--- src/logic/clfr_defs.vh ---
// Constants for the current-limit fault response block.
// Assumes a 250 MHz ref_clk and a 32-bit Avalon-MM register port.
`ifndef CLFR_DEFS_VH
`define CLFR_DEFS_VH

// Register byte offsets
`define CLFR_OFS_SETUP       8'h00
`define CLFR_OFS_STATUS      8'h04
`define CLFR_OFS_MASK        8'h08
`define CLFR_OFS_STATE       8'h0C
`define CLFR_OFS_CONTROL     8'h10

// Field positions inside fault_setup_one
`define CLFR_CBC_MODE_LSB    23
`define CLFR_LOCK_THR_LSB    19
`define CLFR_LOCK_MODE_LSB   15
`define CLFR_LOCK_DEG_LSB    11
`define CLFR_RETRY_LSB       8

// Reset values
`define CLFR_SETUP_RST       32'h0000_0000
`define CLFR_MASK_RST        2'h0

// Status and control bits
`define CLFR_ST_CBC          0
`define CLFR_ST_LOCK         1
`define CLFR_CTL_CLEAR       0

// Response code limits
`define CLFR_CBC_REPORT      4'h6
`define CLFR_LOCK_REPORT     4'h8

// Timing
`define CLFR_CLK_PERIOD_NS   4
`define CLFR_MS_NS           1000000
`define CLFR_LOCK_RETRY_MS   16'h01F4

// Lock deglitch times in ms, codes 0h..Fh
`define CLFR_DEG_MS_0        16'h0001
`define CLFR_DEG_MS_1        16'h0002
`define CLFR_DEG_MS_2        16'h0005
`define CLFR_DEG_MS_3        16'h000A
`define CLFR_DEG_MS_4        16'h0019
`define CLFR_DEG_MS_5        16'h0032
`define CLFR_DEG_MS_6        16'h004B
`define CLFR_DEG_MS_7        16'h0064
`define CLFR_DEG_MS_8        16'h00FA
`define CLFR_DEG_MS_9        16'h01F4
`define CLFR_DEG_MS_A        16'h03E8
`define CLFR_DEG_MS_B        16'h09C4
`define CLFR_DEG_MS_C        16'h1388
`define CLFR_DEG_MS_D        16'h2710
`define CLFR_DEG_MS_E        16'h61A8
`define CLFR_DEG_MS_F        16'hC350

`endif

--- src/logic/clfr_top.v ---
// Current-limit fault response: cycle-by-cycle limit and lock detection.
// Assumes sense samples and PWM cycle starts synchronous to ref_clk.
//
// The address map and the Avalon-MM slave port are this design's own decisions.
`include "clfr_defs.vh"
`default_nettype none

//////////////////////////////////////////////////////////////////////////////
// Operation
// - Field 26-23 codes 0h/1h: recirculate, resume next PWM cycle; 0h flags pin.
// - Codes 2h/3h: recirculate until sense below limit; 2h flags; high-side modulation only.
// - Codes 4h/5h: recirculate for retry count of PWM cycles; 4h flags pin.
// - Code 6h: report over-limit only, bridge drive untouched.
// - Codes 7h to Fh: cycle-by-cycle limiting disabled.
// - Field 22-19 lock threshold: 0h none, 1h..Fh give 0.1 V steps.
// - Lock field 18-15 codes 0h-3h latch, flag pin, select safe bridge state.
// - Lock codes 4h-7h: same bridge states, resume after lock retry interval.
// - Lock code 8h: report detection only, no bridge action.
// - Lock codes 9h to Fh: lock detection disabled.
// - High-side brake turns all high sides on; low-side brake all low sides.
// - Lock declared only after deglitch time chosen by bits 14-11.
// - Bits 10-8 give 0 to 7 PWM cycles before cycle limit retries.
module clfr_top #(
   parameter ADC_W     = 12,
   parameter STEP_CNT  = 100,
   parameter MS_CYCLES = `CLFR_MS_NS / `CLFR_CLK_PERIOD_NS
) (
   input  wire             ref_clk,
   input  wire             rst,
   input  wire [7:0]       avs_address,
   input  wire             avs_read,
   input  wire             avs_write,
   input  wire [31:0]      avs_writedata,
   output reg  [31:0]      avs_readdata,
   output reg              avs_waitrequest,
   input  wire [ADC_W-1:0] sense_amp_output_voltage,
   input  wire [ADC_W-1:0] cycle_limit_threshold,
   input  wire             pwm_cycle_start,
   input  wire             high_side_modulation,
   input  wire [2:0]       drive_hs,
   input  wire [2:0]       drive_ls,
   output reg  [2:0]       gate_hs_q,
   output reg  [2:0]       gate_ls_q,
   output reg              fault_indicator_pin_n_q,
   output reg              irq_q
);

   localparam [ADC_W-1:0] STEP_V  = STEP_CNT[ADC_W-1:0];
   localparam [17:0]      MS_LAST = MS_CYCLES[17:0] - 18'h0_0001;

   localparam [1:0] CBC_RUN  = 2'b01;
   localparam [1:0] CBC_HOLD = 2'b10;
   localparam [2:0] LK_IDLE  = 3'b001;
   localparam [2:0] LK_LATCH = 3'b010;
   localparam [2:0] LK_RETRY = 3'b100;

   // Bridge state selector
   localparam [2:0] BR_NORMAL = 3'h0;
   localparam [2:0] BR_TRI    = 3'h1;
   localparam [2:0] BR_RECIRC = 3'h2;
   localparam [2:0] BR_HSBRK  = 3'h3;
   localparam [2:0] BR_LSBRK  = 3'h4;

   function [15:0] deg_ms;
      input [3:0] code;
      begin
         case (code)
            4'h0: deg_ms = `CLFR_DEG_MS_0;
            4'h1: deg_ms = `CLFR_DEG_MS_1;
            4'h2: deg_ms = `CLFR_DEG_MS_2;
            4'h3: deg_ms = `CLFR_DEG_MS_3;
            4'h4: deg_ms = `CLFR_DEG_MS_4;
            4'h5: deg_ms = `CLFR_DEG_MS_5;
            4'h6: deg_ms = `CLFR_DEG_MS_6;
            4'h7: deg_ms = `CLFR_DEG_MS_7;
            4'h8: deg_ms = `CLFR_DEG_MS_8;
            4'h9: deg_ms = `CLFR_DEG_MS_9;
            4'hA: deg_ms = `CLFR_DEG_MS_A;
            4'hB: deg_ms = `CLFR_DEG_MS_B;
            4'hC: deg_ms = `CLFR_DEG_MS_C;
            4'hD: deg_ms = `CLFR_DEG_MS_D;
            4'hE: deg_ms = `CLFR_DEG_MS_E;
            default: deg_ms = `CLFR_DEG_MS_F;
         endcase
      end
   endfunction

   // Safe state for lock codes, low two bits pick the state
   function [2:0] lock_state;
      input [1:0] sel;
      begin
         case (sel)
            2'h0: lock_state = BR_TRI;
            2'h1: lock_state = BR_RECIRC;
            2'h2: lock_state = BR_HSBRK;
            default: lock_state = BR_LSBRK;
         endcase
      end
   endfunction

   //////////////////////////////////////////////////////////////////////////////
   // Registers
   reg [31:0]      setup_q;
   reg [31:0]      cfg_q;
   reg [1:0]       status_q;
   reg [1:0]       mask_q;
   reg [1:0]       cbc_q;
   reg [2:0]       lk_q;
   reg [2:0]       retry_cnt_q;
   reg [17:0]      ms_cnt_q;
   reg             ms_tick_q;
   reg [15:0]      deg_cnt_q;
   reg [15:0]      lk_ms_q;
   reg [2:0]       br_sel_q;

   wire [3:0] cbc_mode  = cfg_q[`CLFR_CBC_MODE_LSB +: 4];
   wire [3:0] lk_thr    = cfg_q[`CLFR_LOCK_THR_LSB +: 4];
   wire [3:0] lk_mode   = cfg_q[`CLFR_LOCK_MODE_LSB +: 4];
   wire [3:0] lk_deg    = cfg_q[`CLFR_LOCK_DEG_LSB +: 4];
   wire [2:0] cbc_retry = cfg_q[`CLFR_RETRY_LSB +: 3];

   wire [ADC_W+3:0] lk_thr_v = lk_thr * STEP_V;
   wire over_cbc  = sense_amp_output_voltage > cycle_limit_threshold;
   wire over_lock = (lk_thr != 4'h0) && ({4'h0, sense_amp_output_voltage} >= lk_thr_v);
   wire cbc_act   = cbc_mode < `CLFR_CBC_REPORT;
   wire cbc_on    = cbc_mode <= `CLFR_CBC_REPORT;
   wire lk_on     = lk_mode <= `CLFR_LOCK_REPORT;
   wire lk_found  = lk_on && over_lock && ms_tick_q && (deg_cnt_q >= deg_ms(lk_deg) - 16'h0001);
   wire cbc_event = cbc_on && over_cbc && (cbc_q == CBC_RUN) && (lk_q == LK_IDLE);

   wire bus_req   = (avs_read || avs_write) && avs_waitrequest;
   wire wr_take   = avs_write && !avs_waitrequest;
   wire fault_clr = wr_take && (avs_address == `CLFR_OFS_CONTROL) && avs_writedata[`CLFR_CTL_CLEAR];

   //////////////////////////////////////////////////////////////////////////////
   // Avalon slave: one wait cycle, write lands at the edge waitrequest is low
   always @(posedge ref_clk) begin
      if (rst) begin
         avs_waitrequest <= 1'b1;
         avs_readdata    <= 32'h0000_0000;
         setup_q         <= `CLFR_SETUP_RST;
         mask_q          <= `CLFR_MASK_RST;
      end else begin
         avs_waitrequest <= !bus_req;
         if (bus_req && avs_read) begin
            case (avs_address)
               `CLFR_OFS_SETUP:  avs_readdata <= setup_q;
               `CLFR_OFS_STATUS: avs_readdata <= {30'h0000_0000, status_q};
               `CLFR_OFS_MASK:   avs_readdata <= {30'h0000_0000, mask_q};
               `CLFR_OFS_STATE:  avs_readdata <= {25'h000_0000, br_sel_q, !fault_indicator_pin_n_q,
                                                  lk_q[2:1], cbc_q[1]};
               default:          avs_readdata <= 32'h0000_0000;
            endcase
         end
         if (wr_take && avs_address == `CLFR_OFS_SETUP) begin
            setup_q <= avs_writedata;
         end
         if (wr_take && avs_address == `CLFR_OFS_MASK) begin
            mask_q <= avs_writedata[1:0];
         end
      end
   end

   // Sticky status, set wins over write-one-to-clear
   always @(posedge ref_clk) begin
      if (rst) begin
         status_q <= 2'h0;
         irq_q    <= 1'b0;
      end else begin
         status_q <= (status_q & ~((wr_take && avs_address == `CLFR_OFS_STATUS) ? avs_writedata[1:0] : 2'h0))
                     | {lk_found, cbc_event};
         irq_q    <= |(status_q & mask_q);
      end
   end

   //////////////////////////////////////////////////////////////////////////////
   // Settings follow the PWM cycle boundary
   always @(posedge ref_clk) begin
      if (rst) begin
         cfg_q <= `CLFR_SETUP_RST;
      end else if (pwm_cycle_start) begin
         cfg_q <= setup_q;
      end
   end

   // Millisecond tick
   always @(posedge ref_clk) begin
      if (rst) begin
         ms_cnt_q  <= 18'h0_0000;
         ms_tick_q <= 1'b0;
      end else begin
         ms_tick_q <= (ms_cnt_q == MS_LAST);
         ms_cnt_q  <= (ms_cnt_q == MS_LAST) ? 18'h0_0000 : ms_cnt_q + 18'h0_0001;
      end
   end

   //////////////////////////////////////////////////////////////////////////////
   // Cycle-by-cycle limit
   always @(posedge ref_clk) begin
      if (rst) begin
         cbc_q       <= CBC_RUN;
         retry_cnt_q <= 3'h0;
      end else begin
         case (cbc_q)
            CBC_RUN: begin
               retry_cnt_q <= 3'h0;
               if (cbc_event && cbc_act) begin
                  cbc_q <= CBC_HOLD;
               end
            end
            CBC_HOLD: begin
               if (!cbc_act || lk_q != LK_IDLE) begin
                  cbc_q <= CBC_RUN;
               end else if (cbc_mode[2:1] == 2'h1 && high_side_modulation) begin
                  if (!over_cbc) begin
                     cbc_q <= CBC_RUN;
                  end
               end else if (cbc_mode[2:1] == 2'h2) begin
                  if (pwm_cycle_start) begin
                     if (retry_cnt_q >= cbc_retry) begin
                        cbc_q <= CBC_RUN;
                     end else begin
                        retry_cnt_q <= retry_cnt_q + 3'h1;
                     end
                  end
               end else if (pwm_cycle_start) begin
                  cbc_q <= CBC_RUN;
               end
            end
            default: cbc_q <= CBC_RUN;
         endcase
      end
   end

   //////////////////////////////////////////////////////////////////////////////
   // Lock detection
   always @(posedge ref_clk) begin
      if (rst) begin
         lk_q      <= LK_IDLE;
         deg_cnt_q <= 16'h0000;
         lk_ms_q   <= 16'h0000;
      end else begin
         if (!(lk_on && over_lock) || lk_q != LK_IDLE || lk_found) begin
            deg_cnt_q <= 16'h0000;
         end else if (ms_tick_q && deg_cnt_q != 16'hFFFF) begin
            deg_cnt_q <= deg_cnt_q + 16'h0001;
         end
         case (lk_q)
            LK_IDLE: begin
               lk_ms_q <= 16'h0000;
               if (lk_found && lk_mode < 4'h4) begin
                  lk_q <= LK_LATCH;
               end else if (lk_found && lk_mode < `CLFR_LOCK_REPORT) begin
                  lk_q <= LK_RETRY;
               end
            end
            LK_LATCH: begin
               if (fault_clr) begin
                  lk_q <= LK_IDLE;
               end
            end
            LK_RETRY: begin
               if (ms_tick_q) begin
                  if (lk_ms_q >= `CLFR_LOCK_RETRY_MS - 16'h0001) begin
                     lk_q <= LK_IDLE;
                  end else begin
                     lk_ms_q <= lk_ms_q + 16'h0001;
                  end
               end
            end
            default: lk_q <= LK_IDLE;
         endcase
      end
   end

   //////////////////////////////////////////////////////////////////////////////
   // Bridge and fault pin
   reg [2:0] br_sel_d;
   reg [2:0] hs_d;
   reg [2:0] ls_d;
   reg       pin_d;

   always @* begin
      br_sel_d = BR_NORMAL;
      pin_d    = 1'b0;
      if (lk_q != LK_IDLE) begin
         br_sel_d = lock_state(lk_mode[1:0]);
         pin_d    = (lk_q == LK_LATCH);
      end else if (cbc_q == CBC_HOLD) begin
         br_sel_d = BR_RECIRC;
         pin_d    = !cbc_mode[0];
      end
      case (br_sel_d)
         BR_TRI: begin
            hs_d = 3'h0;
            ls_d = 3'h0;
         end
         BR_RECIRC: begin
            hs_d = 3'h0;
            ls_d = drive_hs | drive_ls;
         end
         BR_HSBRK: begin
            hs_d = 3'h7;
            ls_d = 3'h0;
         end
         BR_LSBRK: begin
            hs_d = 3'h0;
            ls_d = 3'h7;
         end
         default: begin
            hs_d = drive_hs;
            ls_d = drive_ls;
         end
      endcase
   end

   always @(posedge ref_clk) begin
      if (rst) begin
         br_sel_q                <= BR_NORMAL;
         gate_hs_q               <= 3'h0;
         gate_ls_q               <= 3'h0;
         fault_indicator_pin_n_q <= 1'b1;
      end else begin
         br_sel_q                <= br_sel_d;
         gate_hs_q               <= hs_d;
         gate_ls_q               <= ls_d;
         fault_indicator_pin_n_q <= !pin_d;
      end
   end

endmodule // clfr_top

`default_nettype wire

--- config.mk ---
export PLATFORM = sky130hd
export DESIGN_NAME = clfr_top
export DESIGN_NICKNAME = d
export VERILOG_FILES = /design/src/logic/clfr_top.v
export VERILOG_INCLUDE_DIRS = /design/src /design/src/logic
export SDC_FILE = /design/constraint.sdc
export NUM_CORES = 1
export LEC_CHECK = 0
export BUFFER_PORTS_ARGS = -buffer_cell sky130_fd_sc_hd__buf_2
export CORE_UTILIZATION = 62
export DETAILED_ROUTE_END_ITERATION = 10
export HOLD_SLACK_MARGIN = 0.06
export PLACE_DENSITY = 0.92
export SYNTH_ARGS = -nofsm -noshare
export SYNTH_HDL_FRONTEND = slang
export SYNTH_SLANG_ARGS = --single-unit
--- constraint.sdc ---
create_clock -name ref_clk -period 9.8 [get_ports ref_clk]
set_clock_uncertainty 0.2 [all_clocks]
set_input_delay 1.47 -clock ref_clk [delete_from_list [all_inputs] [get_ports ref_clk]]
set_output_delay 1.47 -clock ref_clk [all_outputs]
set_load 0.01 [all_outputs]
After elaboration in Yosys (flattened, before gate mapping)
Memory sizes are Yosys's and may differ from the RTL's. A register that Yosys moved wholly into a read port is not among the register bits.
Cells that the tools add are included.
- equal/unequal tests: 34
- multiply operators: 1
- add/sub/neg operators: 5
- multiplexer cells: 35
- bitwise logic cells: 5
- divide/modulo/power cells: 0
- $lt $le $gt $ge: 10
- shift operators: 0
- reductions and logical operators: 45
- operator list (operator ; count):
    case mux 32 bit (4 select lines) ; 1
    two-way mux 3 bit ; 11
    adder 16 x 1 -> 16 bit (second input constant) ; 2
    two-way mux 16 bit ; 2
    case mux 16 bit (2 select lines) ; 1
    case mux 3 bit (3 select lines) ; 3
    logical AND 1 bit ; 20
    two-way mux 2 bit ; 10
    adder 18 x 1 -> 18 bit (second input constant) ; 1
    equality test 18 bit (second input constant) ; 1
    inequality test 2 bit (second input constant) ; 9
    equality test 8 x 4 -> 1 bit (second input constant) ; 2
    >= comparator 16 bit ; 1
    >= comparator 16 x 9 -> 1 bit (second input constant) ; 1
    inequality test 16 bit (second input constant) ; 1
    subtractor 16 x 1 -> 16 bit (second input constant) ; 1
    >= comparator 12 x 11 -> 1 bit ; 1
    > comparator 12 bit ; 1
    case mux 3 bit (2 select lines) ; 2
    equality test 3 x 2 -> 1 bit (second input constant) ; 3
    multiplier 4 x 5 -> 9 bit (second input constant) ; 1
    equality test 8 x 3 -> 1 bit (second input constant) ; 1
    equality test 8 x 5 -> 1 bit (second input constant) ; 1
    logical NOT 8 bit ; 1
    other kinds (31) ; 57
- RAM bits: 0
- bits in latches: 0
- bits of input ports: 76
- memories kept: 1
- register bits: 166
- memory bits (read-only): 256
- memory list (memory ; words ; width ; read ports ; clocked after memory_dff ; wr ports ; line ; RTL):
    (no name shown) ; 16 ; 16 ; 1 ; 1 ; 0 ; clfr_top.v:67 ; case (code)

Depth between registers and ports, before layout
Gate-level depths: netlist of the first run.
- depth after elaboration: 10
- mapped depth: 14

Worst setup path after synthesis of the first run
Ideal clock, no wire load.
- kind: input to register
- from: input sense_amp_output_voltage[3]
- to: register deg_cnt_q[10]
- arrival: 3.035 ns
- required time: 9.536 ns
- path slack: 6.502 ns
- library setup time: 0.064 ns
- path buffers: 1
- cell stages on the path: 8
- cell sequence: ha_1 -> nand4bb_1 -> a31oi_1 -> o2111ai_1 -> a2111oi_4 -> o21ai_2 -> buf_6 -> nor2_1
- cells in the longest elaborated chain, start to end: 7
- elaborated cells on any way between the ends: 9
- classes of those cells: order compare (1); reduce/logical (8)
- ends and longest elaborated chain (item ; line ; RTL):
    start: declaration ; clfr_top.v:36 ; input wire [ADC_W-1:0] sense_amp_output_voltage,
    >= comparator 12 x 11 -> 1 bit (*) ; clfr_top.v:124 ; wire over_lock = (lk_thr != 4'h0) && ({4'h0, sense_amp_output_voltage} >= lk_thr_v);
    logical AND 1 bit (*) ; clfr_top.v:124 ;
    logical AND 1 bit (*) ; clfr_top.v:128, clfr_top.v:243 ;
    logical NOT 1 bit or logical AND 1 bit (tied branches) ; clfr_top.v:243, clfr_top.v:128 ;
    logical OR 1 bit or logical AND 1 bit (tied branches) ; clfr_top.v:243, clfr_top.v:128 ;
    logical OR 1 bit (*) ; clfr_top.v:243 ; if (!(lk_on && over_lock) || lk_q != LK_IDLE || lk_found) begin
    OR reduction 2 bit (no source line) (*) ; -- ;
    end signal: assignment ; clfr_top.v:246 ; deg_cnt_q <= deg_cnt_q + 16'h0001;
    end: declaration ; clfr_top.v:112 ; reg [15:0] deg_cnt_q;
Every way passes the cells marked *; elsewhere a longest branch is shown, timed or not.
A chain may end at the register's enable or synchronous reset.

Worst setup path after layout of the first run
- from: input avs_address[1]
- to: register setup_q[24]
- cells in the longest elaborated chain, start to end: 2
- ends and longest elaborated chain (item ; line ; RTL):
    start: declaration ; clfr_top.v:30 ; input wire [7:0] avs_address,
    logical NOT 8 bit ; -- ;
    logical AND 1 bit (no source line) ; -- ;
    end signal: assignment ; clfr_top.v:141 ; setup_q <= `CLFR_SETUP_RST;
    end signal: assignment ; clfr_top.v:156 ; setup_q <= avs_writedata;
    end: declaration ; clfr_top.v:103 ; reg [31:0] setup_q;
No other way between the ends.

==> results.ini, run 1 <==
[layout]
nets=1197
fin_cells=1242
drive_gt1_frac=0.157
area_growth_pct=14.9
finalInstanceArea_um2=9550

[yosys]
synth_top_area_frac=0.419
netlist_area_um2=8310
synth_top_family_by_area=simple AND/OR/NAND/NOR gates
synth_cells=960
avgSynthCellArea_um2=8.66
synthArstFlopShare=0
yosysMostFrequentCell=dfxtp_1
synthFlopType=dfxtp_1
syn_nets=1101
synth.distinct_cells=67
muxShareOfSynthArea=0.0381
yosysTopAreaCell=dfxtp_1
synth_xor_area_frac=0.0527
synth_adder_area_share=0.0988
ys_seq_area_frac=0.419
synth-simple-area-share=0.220
ys_ff_latch=174
yosys-top-cells-count=dfxtp_1, nor2_1, nand2_1
synth.area.top_cells=dfxtp_1, ha_1, nor2_1
synth-edff-count=0
ys.warnings.count=0
synth_compound_area_frac=0.126

[timing]
holdWs_ns=0.252
setup_viol=0
fin_crit_sh=0.421
slew_viol_final=0
min_period_ns=4.13
hold_viol=0
fmax_mhz=242
worstMarginPinSlew_ns=1.29
slew_headroom=0.139
rsz0062_at_grt=no
setup-tns-final_ns=0

[global_routing]
grt_pass1_vias=6874
grt_overflow_total=0
grt_max_degree=65
grt.total_usage=0.288
grt_pass1_wl_mm=32.3
antenna_found_initial=1

[placed_design]
port_buffers=116
postPlaceCellArea_um2=8930
dpl.cell_count=1209
post-dp-hpwl_mm=13.3
gp_congestion=0.854

[clocking]
clk_latency_ns=0.44
hold_buffers=0
post_cts_buffers=0
cts_buffers=17
cts_buffer_depth=2
htreeDepth=4
cts_resized=0
cts_sinks=174
clockRootBuffer=clkbuf_16
clkTransAtPathRegs_ns=0.07
cts_tree=built

[worst_setup_path]
critical_path_class=input port to flop
crit_arrival_ns=4.27
crit_slowest_cell=and3_1
crit_family=simple AND/OR/NAND/NOR gates
critPathMaxStageDelay_ns=1.13
critPathLaunchType=input port
crit-reg2reg-capture=deg_cnt_q[2]
cp_max_fo=32
required_ns=9.94
r2r_slack_ns=5.86
crit_start=avs_address[1]
worstPathCellList=buf_2 > or4_1 > nor3_2 > and3_1 > nand2_1 > a21oi_1
critical_path_buf_inv_count=1
endpoint_kind=flop
worst_r2r_path_depth=11

[die]
die_h_um=118
ioPinCount=117
die_x_um=118
start_util=0.648
fp.dieArea_um2=13900
fp.coreArea_um2=12800
num_rows=41

[pwr]
ir_drop_mv=0.128
p_leak_uw=0.00398
powerDensity_nw_per_um2=156

[drt]
finalWirelength_mm=19.8
drt_iter0_markers=654
ant_nets=0
via_count=7266
drc_errors=0
routedWlPerCell_um=15.9
drt_pass1_iterations=6
vias_per_cell=5.85

[worst_hold_path]
min_to=ms_cnt_q[0]
min_from=ms_cnt_q[0]
min_path_type=flop to flop
holdPathStages=1

[run]
maxCapViolations=0

[outcome]
status=finished clean

## worst max-delay path by stage
stage               endpoint  cells past startpoint
2_1_floorplan  deg_cnt_q[10]                      8
3_3_place_gp     setup_q[27]                      6
4_1_cts          setup_q[24]                      6
5_1_grt          setup_q[30]                      6
6_report         setup_q[24]                      6
3_5_place_dp     setup_q[30]                      6
## layout make-up
| class | count | area [um2] |
|---|---|---|
| multi-input cells | 698 | 4460 |
| flip-flops and latches | 174 | 3480 |
| fillers | 874 | 3270 |
| repair buffers | 118 | 598 |
| clock buffers | 18 | 439 |
| well taps | 172 | 215 |
| clock inverters | 14 | 180 |
| inverters | 47 | 176 |
| diodes | 1 | 2.50 |
## placed cells by master (no fill, tap or decap), types with 10 or more instances in the layout
cell type / n
nand4_1: 25
a21oi_1: 73
inv_1: 46
dfxtp_1: 174
ha_1: 64
mux2i_1: 26
o21ai_0: 14
a22oi_1: 26
xnor2_1: 24
and3_1: 15
clkbuf_16: 17
nor4_1: 10
nor3_1: 18
xor2_1: 26
nand2_1: 115
buf_2: 115
nand3_1: 25
nor2_1: 134
## where the power goes
part	total, uW	internal [uW]	switching (uW)
combinational	67.3	27.4	39.9
clock	704	412	292
sequential	714	711	2.94
total	1490	1150	335
## flip-flops by register name (all words and copies together), names as in the netlist, 2 cells and up, named ones only
register / count
gate_hs_q: 3
cbc_q: 2
lk_q: 3
retry_cnt_q: 3
lk_ms_q: 16
br_sel_q: 3
ms_cnt_q: 18
mask_q: 2
avs_readdata: 32
setup_q: 32
gate_ls_q: 3
cfg_q: 19
status_q: 2
deg_cnt_q: 16
## worst register-to-register path, cell delays in order, from the launching register on
cell and delay, ns:
dfxtp_1 0.33, nor4_1 0.58, nand3_1 0.23, nor3_1 0.32, xnor2_1 0.19, ha_1 0.26
o21ai_1 0.10, a21oi_1 0.07, a2111o_1 0.39, a211oi_1 0.54, o21ai_2 0.37, nor3_1 0.28
## cell families (layout without fill, tap and decap cells)
| family | Yosys count | count (layout) |
|---|---|---|
| mux | 29 | 29 |
| compound gates | 162 | 162 |
| xor+xnor | 50 | 50 |
| simple gates | 392 | 392 |
| buf+inv | 88 | 197 |
| fa+ha+maj | 65 | 65 |
| flops | 174 | 174 |
| other cells | 0 | 1 |
## metrics by stage
stage	utilization	power [uW]	setup WS [ns]
final	0.745	1490	5.67
after global routing	0.745	1530	5.49
after CTS	0.745	1490	5.79
after detailed placement	0.696	796	5.46
after global placement	0.696	795	5.55
after floorplan	-	768	6.50
## routing by layer
metal,GRT usage,vias to the layer above,wire (um),part of all wire
li1,-,3530,-,-
met1,0.359,3380,8380,0.42
met2,0.476,308,9360,0.47
met3,0.0649,48,1460,0.074
met4,0.125,0,581,0.029
met5,0,-,0,0
Power figures use the tool's default switching activity.
==> run 2: changes to the inputs <==
--- a/config.mk
+++ b/config.mk
@@ -7,10 +7,10 @@
 export NUM_CORES = 1
 export LEC_CHECK = 0
 export BUFFER_PORTS_ARGS = -buffer_cell sky130_fd_sc_hd__buf_2
-export CORE_UTILIZATION = 62
+export CORE_UTILIZATION = 58
 export DETAILED_ROUTE_END_ITERATION = 10
 export HOLD_SLACK_MARGIN = 0.06
-export PLACE_DENSITY = 0.92
+export PLACE_DENSITY = 0.88
 export SYNTH_ARGS = -nofsm -noshare
 export SYNTH_HDL_FRONTEND = slang
 export SYNTH_SLANG_ARGS = --single-unit
==> constraint.sdc (replaced) <==
create_clock -name ref_clk -period 3.85 [get_ports ref_clk]
set_clock_uncertainty 0.2 [all_clocks]
set_input_delay 0.5775 -clock ref_clk [delete_from_list [all_inputs] [get_ports ref_clk]]
set_output_delay 0.5775 -clock ref_clk [all_outputs]
set_load 0.01 [all_outputs]
==> results.ini, run 2 (synthesis results as in run 1) <==
[run]
maxCapViolations=0  ; unchanged

[outcome]
status=finished clean  ; unchanged

[pwr]
ir_drop_mv=0.510  ; was 0.128 mV
p_leak_uw=0.00401  ; was 0.00398 uW
powerDensity_nw_per_um2=396  ; was 156 nW/um2

[timing]
slew_viol_final=0  ; unchanged
worst_slack_ns=0.255  ; was 5.67 ns
fmax_mhz=278
setup_viol=0  ; unchanged
worstMarginPinSlew_ns=0.846  ; was 1.29 ns
rsz0062_at_grt=no  ; unchanged
hold_viol=0  ; unchanged
slew_headroom=0.435  ; was 0.139
min_period_ns=3.60
setup-tns-final_ns=0  ; unchanged
fin_crit_sh=0.934

[drt]
finalWirelength_mm=19.0  ; was 19.8 mm
drt_pass1_iterations=5  ; was 6
ant_nets=0  ; unchanged
routedWlPerCell_um=15.1  ; was 15.9 um
vias_per_cell=5.70  ; was 5.85
via_count=7150  ; was 7,266
drc_errors=0  ; unchanged
drt_iter0_markers=532  ; was 654

[global_routing]
grt_pass1_wl_mm=31.5  ; was 32.3 mm
grt_overflow_total=0  ; unchanged
antenna_found_initial=0  ; was 1
grt_max_degree=64  ; was 65
grt_pass1_vias=6827  ; was 6,874
grt.total_usage=0.268  ; was 0.288

[worst_hold_path]
holdPathStages=3  ; was 1
min_path_type=input port to flop  ; was flop to flop

[layout]
drive_gt1_frac=0.162  ; was 0.157
largestRegisters=avs_readdata (32), setup_q (32), cfg_q (19)  ; unchanged
mostFrequentLayoutCell=dfxtp_1  ; unchanged
nets=1202  ; was 1,197
final_cell_mix=dfxtp_1, nor2_1, nand2_1, buf_2, a21oi_1  ; unchanged
antenna_cells=0  ; was 1
area_growth_pct=15.8  ; was 14.9%

[clocking]
clockRootBuffer=clkbuf_16  ; unchanged
clk_latency_ns=0.44  ; about the same
cts_buffers=17  ; unchanged
cts_buffer_depth=2  ; unchanged
cts_tree=built  ; unchanged
cts_resized=0  ; unchanged
clkTransAtPathRegs_ns=0.07  ; about the same
post_cts_buffers=0  ; unchanged
hold_buffers=0  ; unchanged
cts_sinks=174  ; unchanged
htreeDepth=4  ; unchanged

[worst_setup_path]
cp_max_fo=16  ; was 32
critPathLaunchType=flop  ; was input port
endpoint_kind=flop  ; unchanged
worst_r2r_path_depth=12  ; was 11
crit_arrival_ns=3.76  ; was 4.27 ns
critical_path_class=flop to flop  ; was input port to flop
required_ns=4.01  ; was 9.94 ns

[die]
die_x_um=122  ; was 118 um
start_util=0.596  ; was 0.648
fp.coreArea_um2=13900  ; was 12,800 um2
die_h_um=122  ; was 118 um
fp.dieArea_um2=14800  ; was 13,900 um2
num_rows=43  ; was 41
ioPinCount=117  ; unchanged

[placed_design]
port_buffers=116  ; unchanged
gp_congestion=0.832  ; was 0.854
post-dp-hpwl_mm=13.2  ; was 13.3 mm
place_ws_ns=0.258  ; was 5.46 ns

[run 2: per-stage QoR]
stage               area, um2  utilization  power, uW  hold slack, ns  std cells
finish                   9620        0.691       3810           0.169       1254
detailed placement       8980        0.644       2030           0.242       1222
floorplan                8310            -       1950           0.218        960
global route             9620        0.691       3910           0.157       1254
global placement         8980        0.644       2020           0.230       1222
CTS                      9610        0.690       3820           0.159       1254
[run 2: final timing paths]
path / startpoint / end / slack (ns)
worst max-delay path: cfg_q[19] / deg_cnt_q[2] / 0.25
worst min-delay path: drive_hs[0] / gate_ls_q[0] / 0.17
worst max register to register: cfg_q[19] / deg_cnt_q[2] / 0.25
worst min register to register: setup_q[29] / setup_q[29] / 0.25
[run 2: area by class of cell]
type | count | area, um2
clock inverters | 15 | 208
flip-flops and latches | 174 | 3480
repair buffers | 123 | 636
well taps | 180 | 225
fillers | 1021 | 4310
multi-input cells | 698 | 4470
clock buffers | 17 | 425
inverters | 47 | 176
[run 2: power breakdown]
group	total, uW	switching, uW	internal [uW]
clock	1820	775	1040
sequential	1820	7.72	1810
combinational	172	101	71.5
total	3810	883	2930
[run 2: critical path: stages, from the launching register on]
cell       delay, ns
dfxtp_1         0.41
inv_1           0.06
ha_1            0.29
ha_1            0.22
inv_1           0.08
fa_1            0.43
ha_1            0.33
nand4_1         0.08
a31oi_1         0.17
o2111ai_1       0.22
a2111oi_4       0.57
o21ai_4         0.24
nor3_1          0.21
[run 2: per-layer routing]
layer  part of all wire  GRT usage  up-vias  routed length (um)
met4              0.020      0.106        0                 385
met2               0.47      0.446      210                8980
met1               0.45      0.336     3375                8440
met5                  0          0        -                   0
li1                   -          -     3534                   -
met3              0.061     0.0618       31                1150
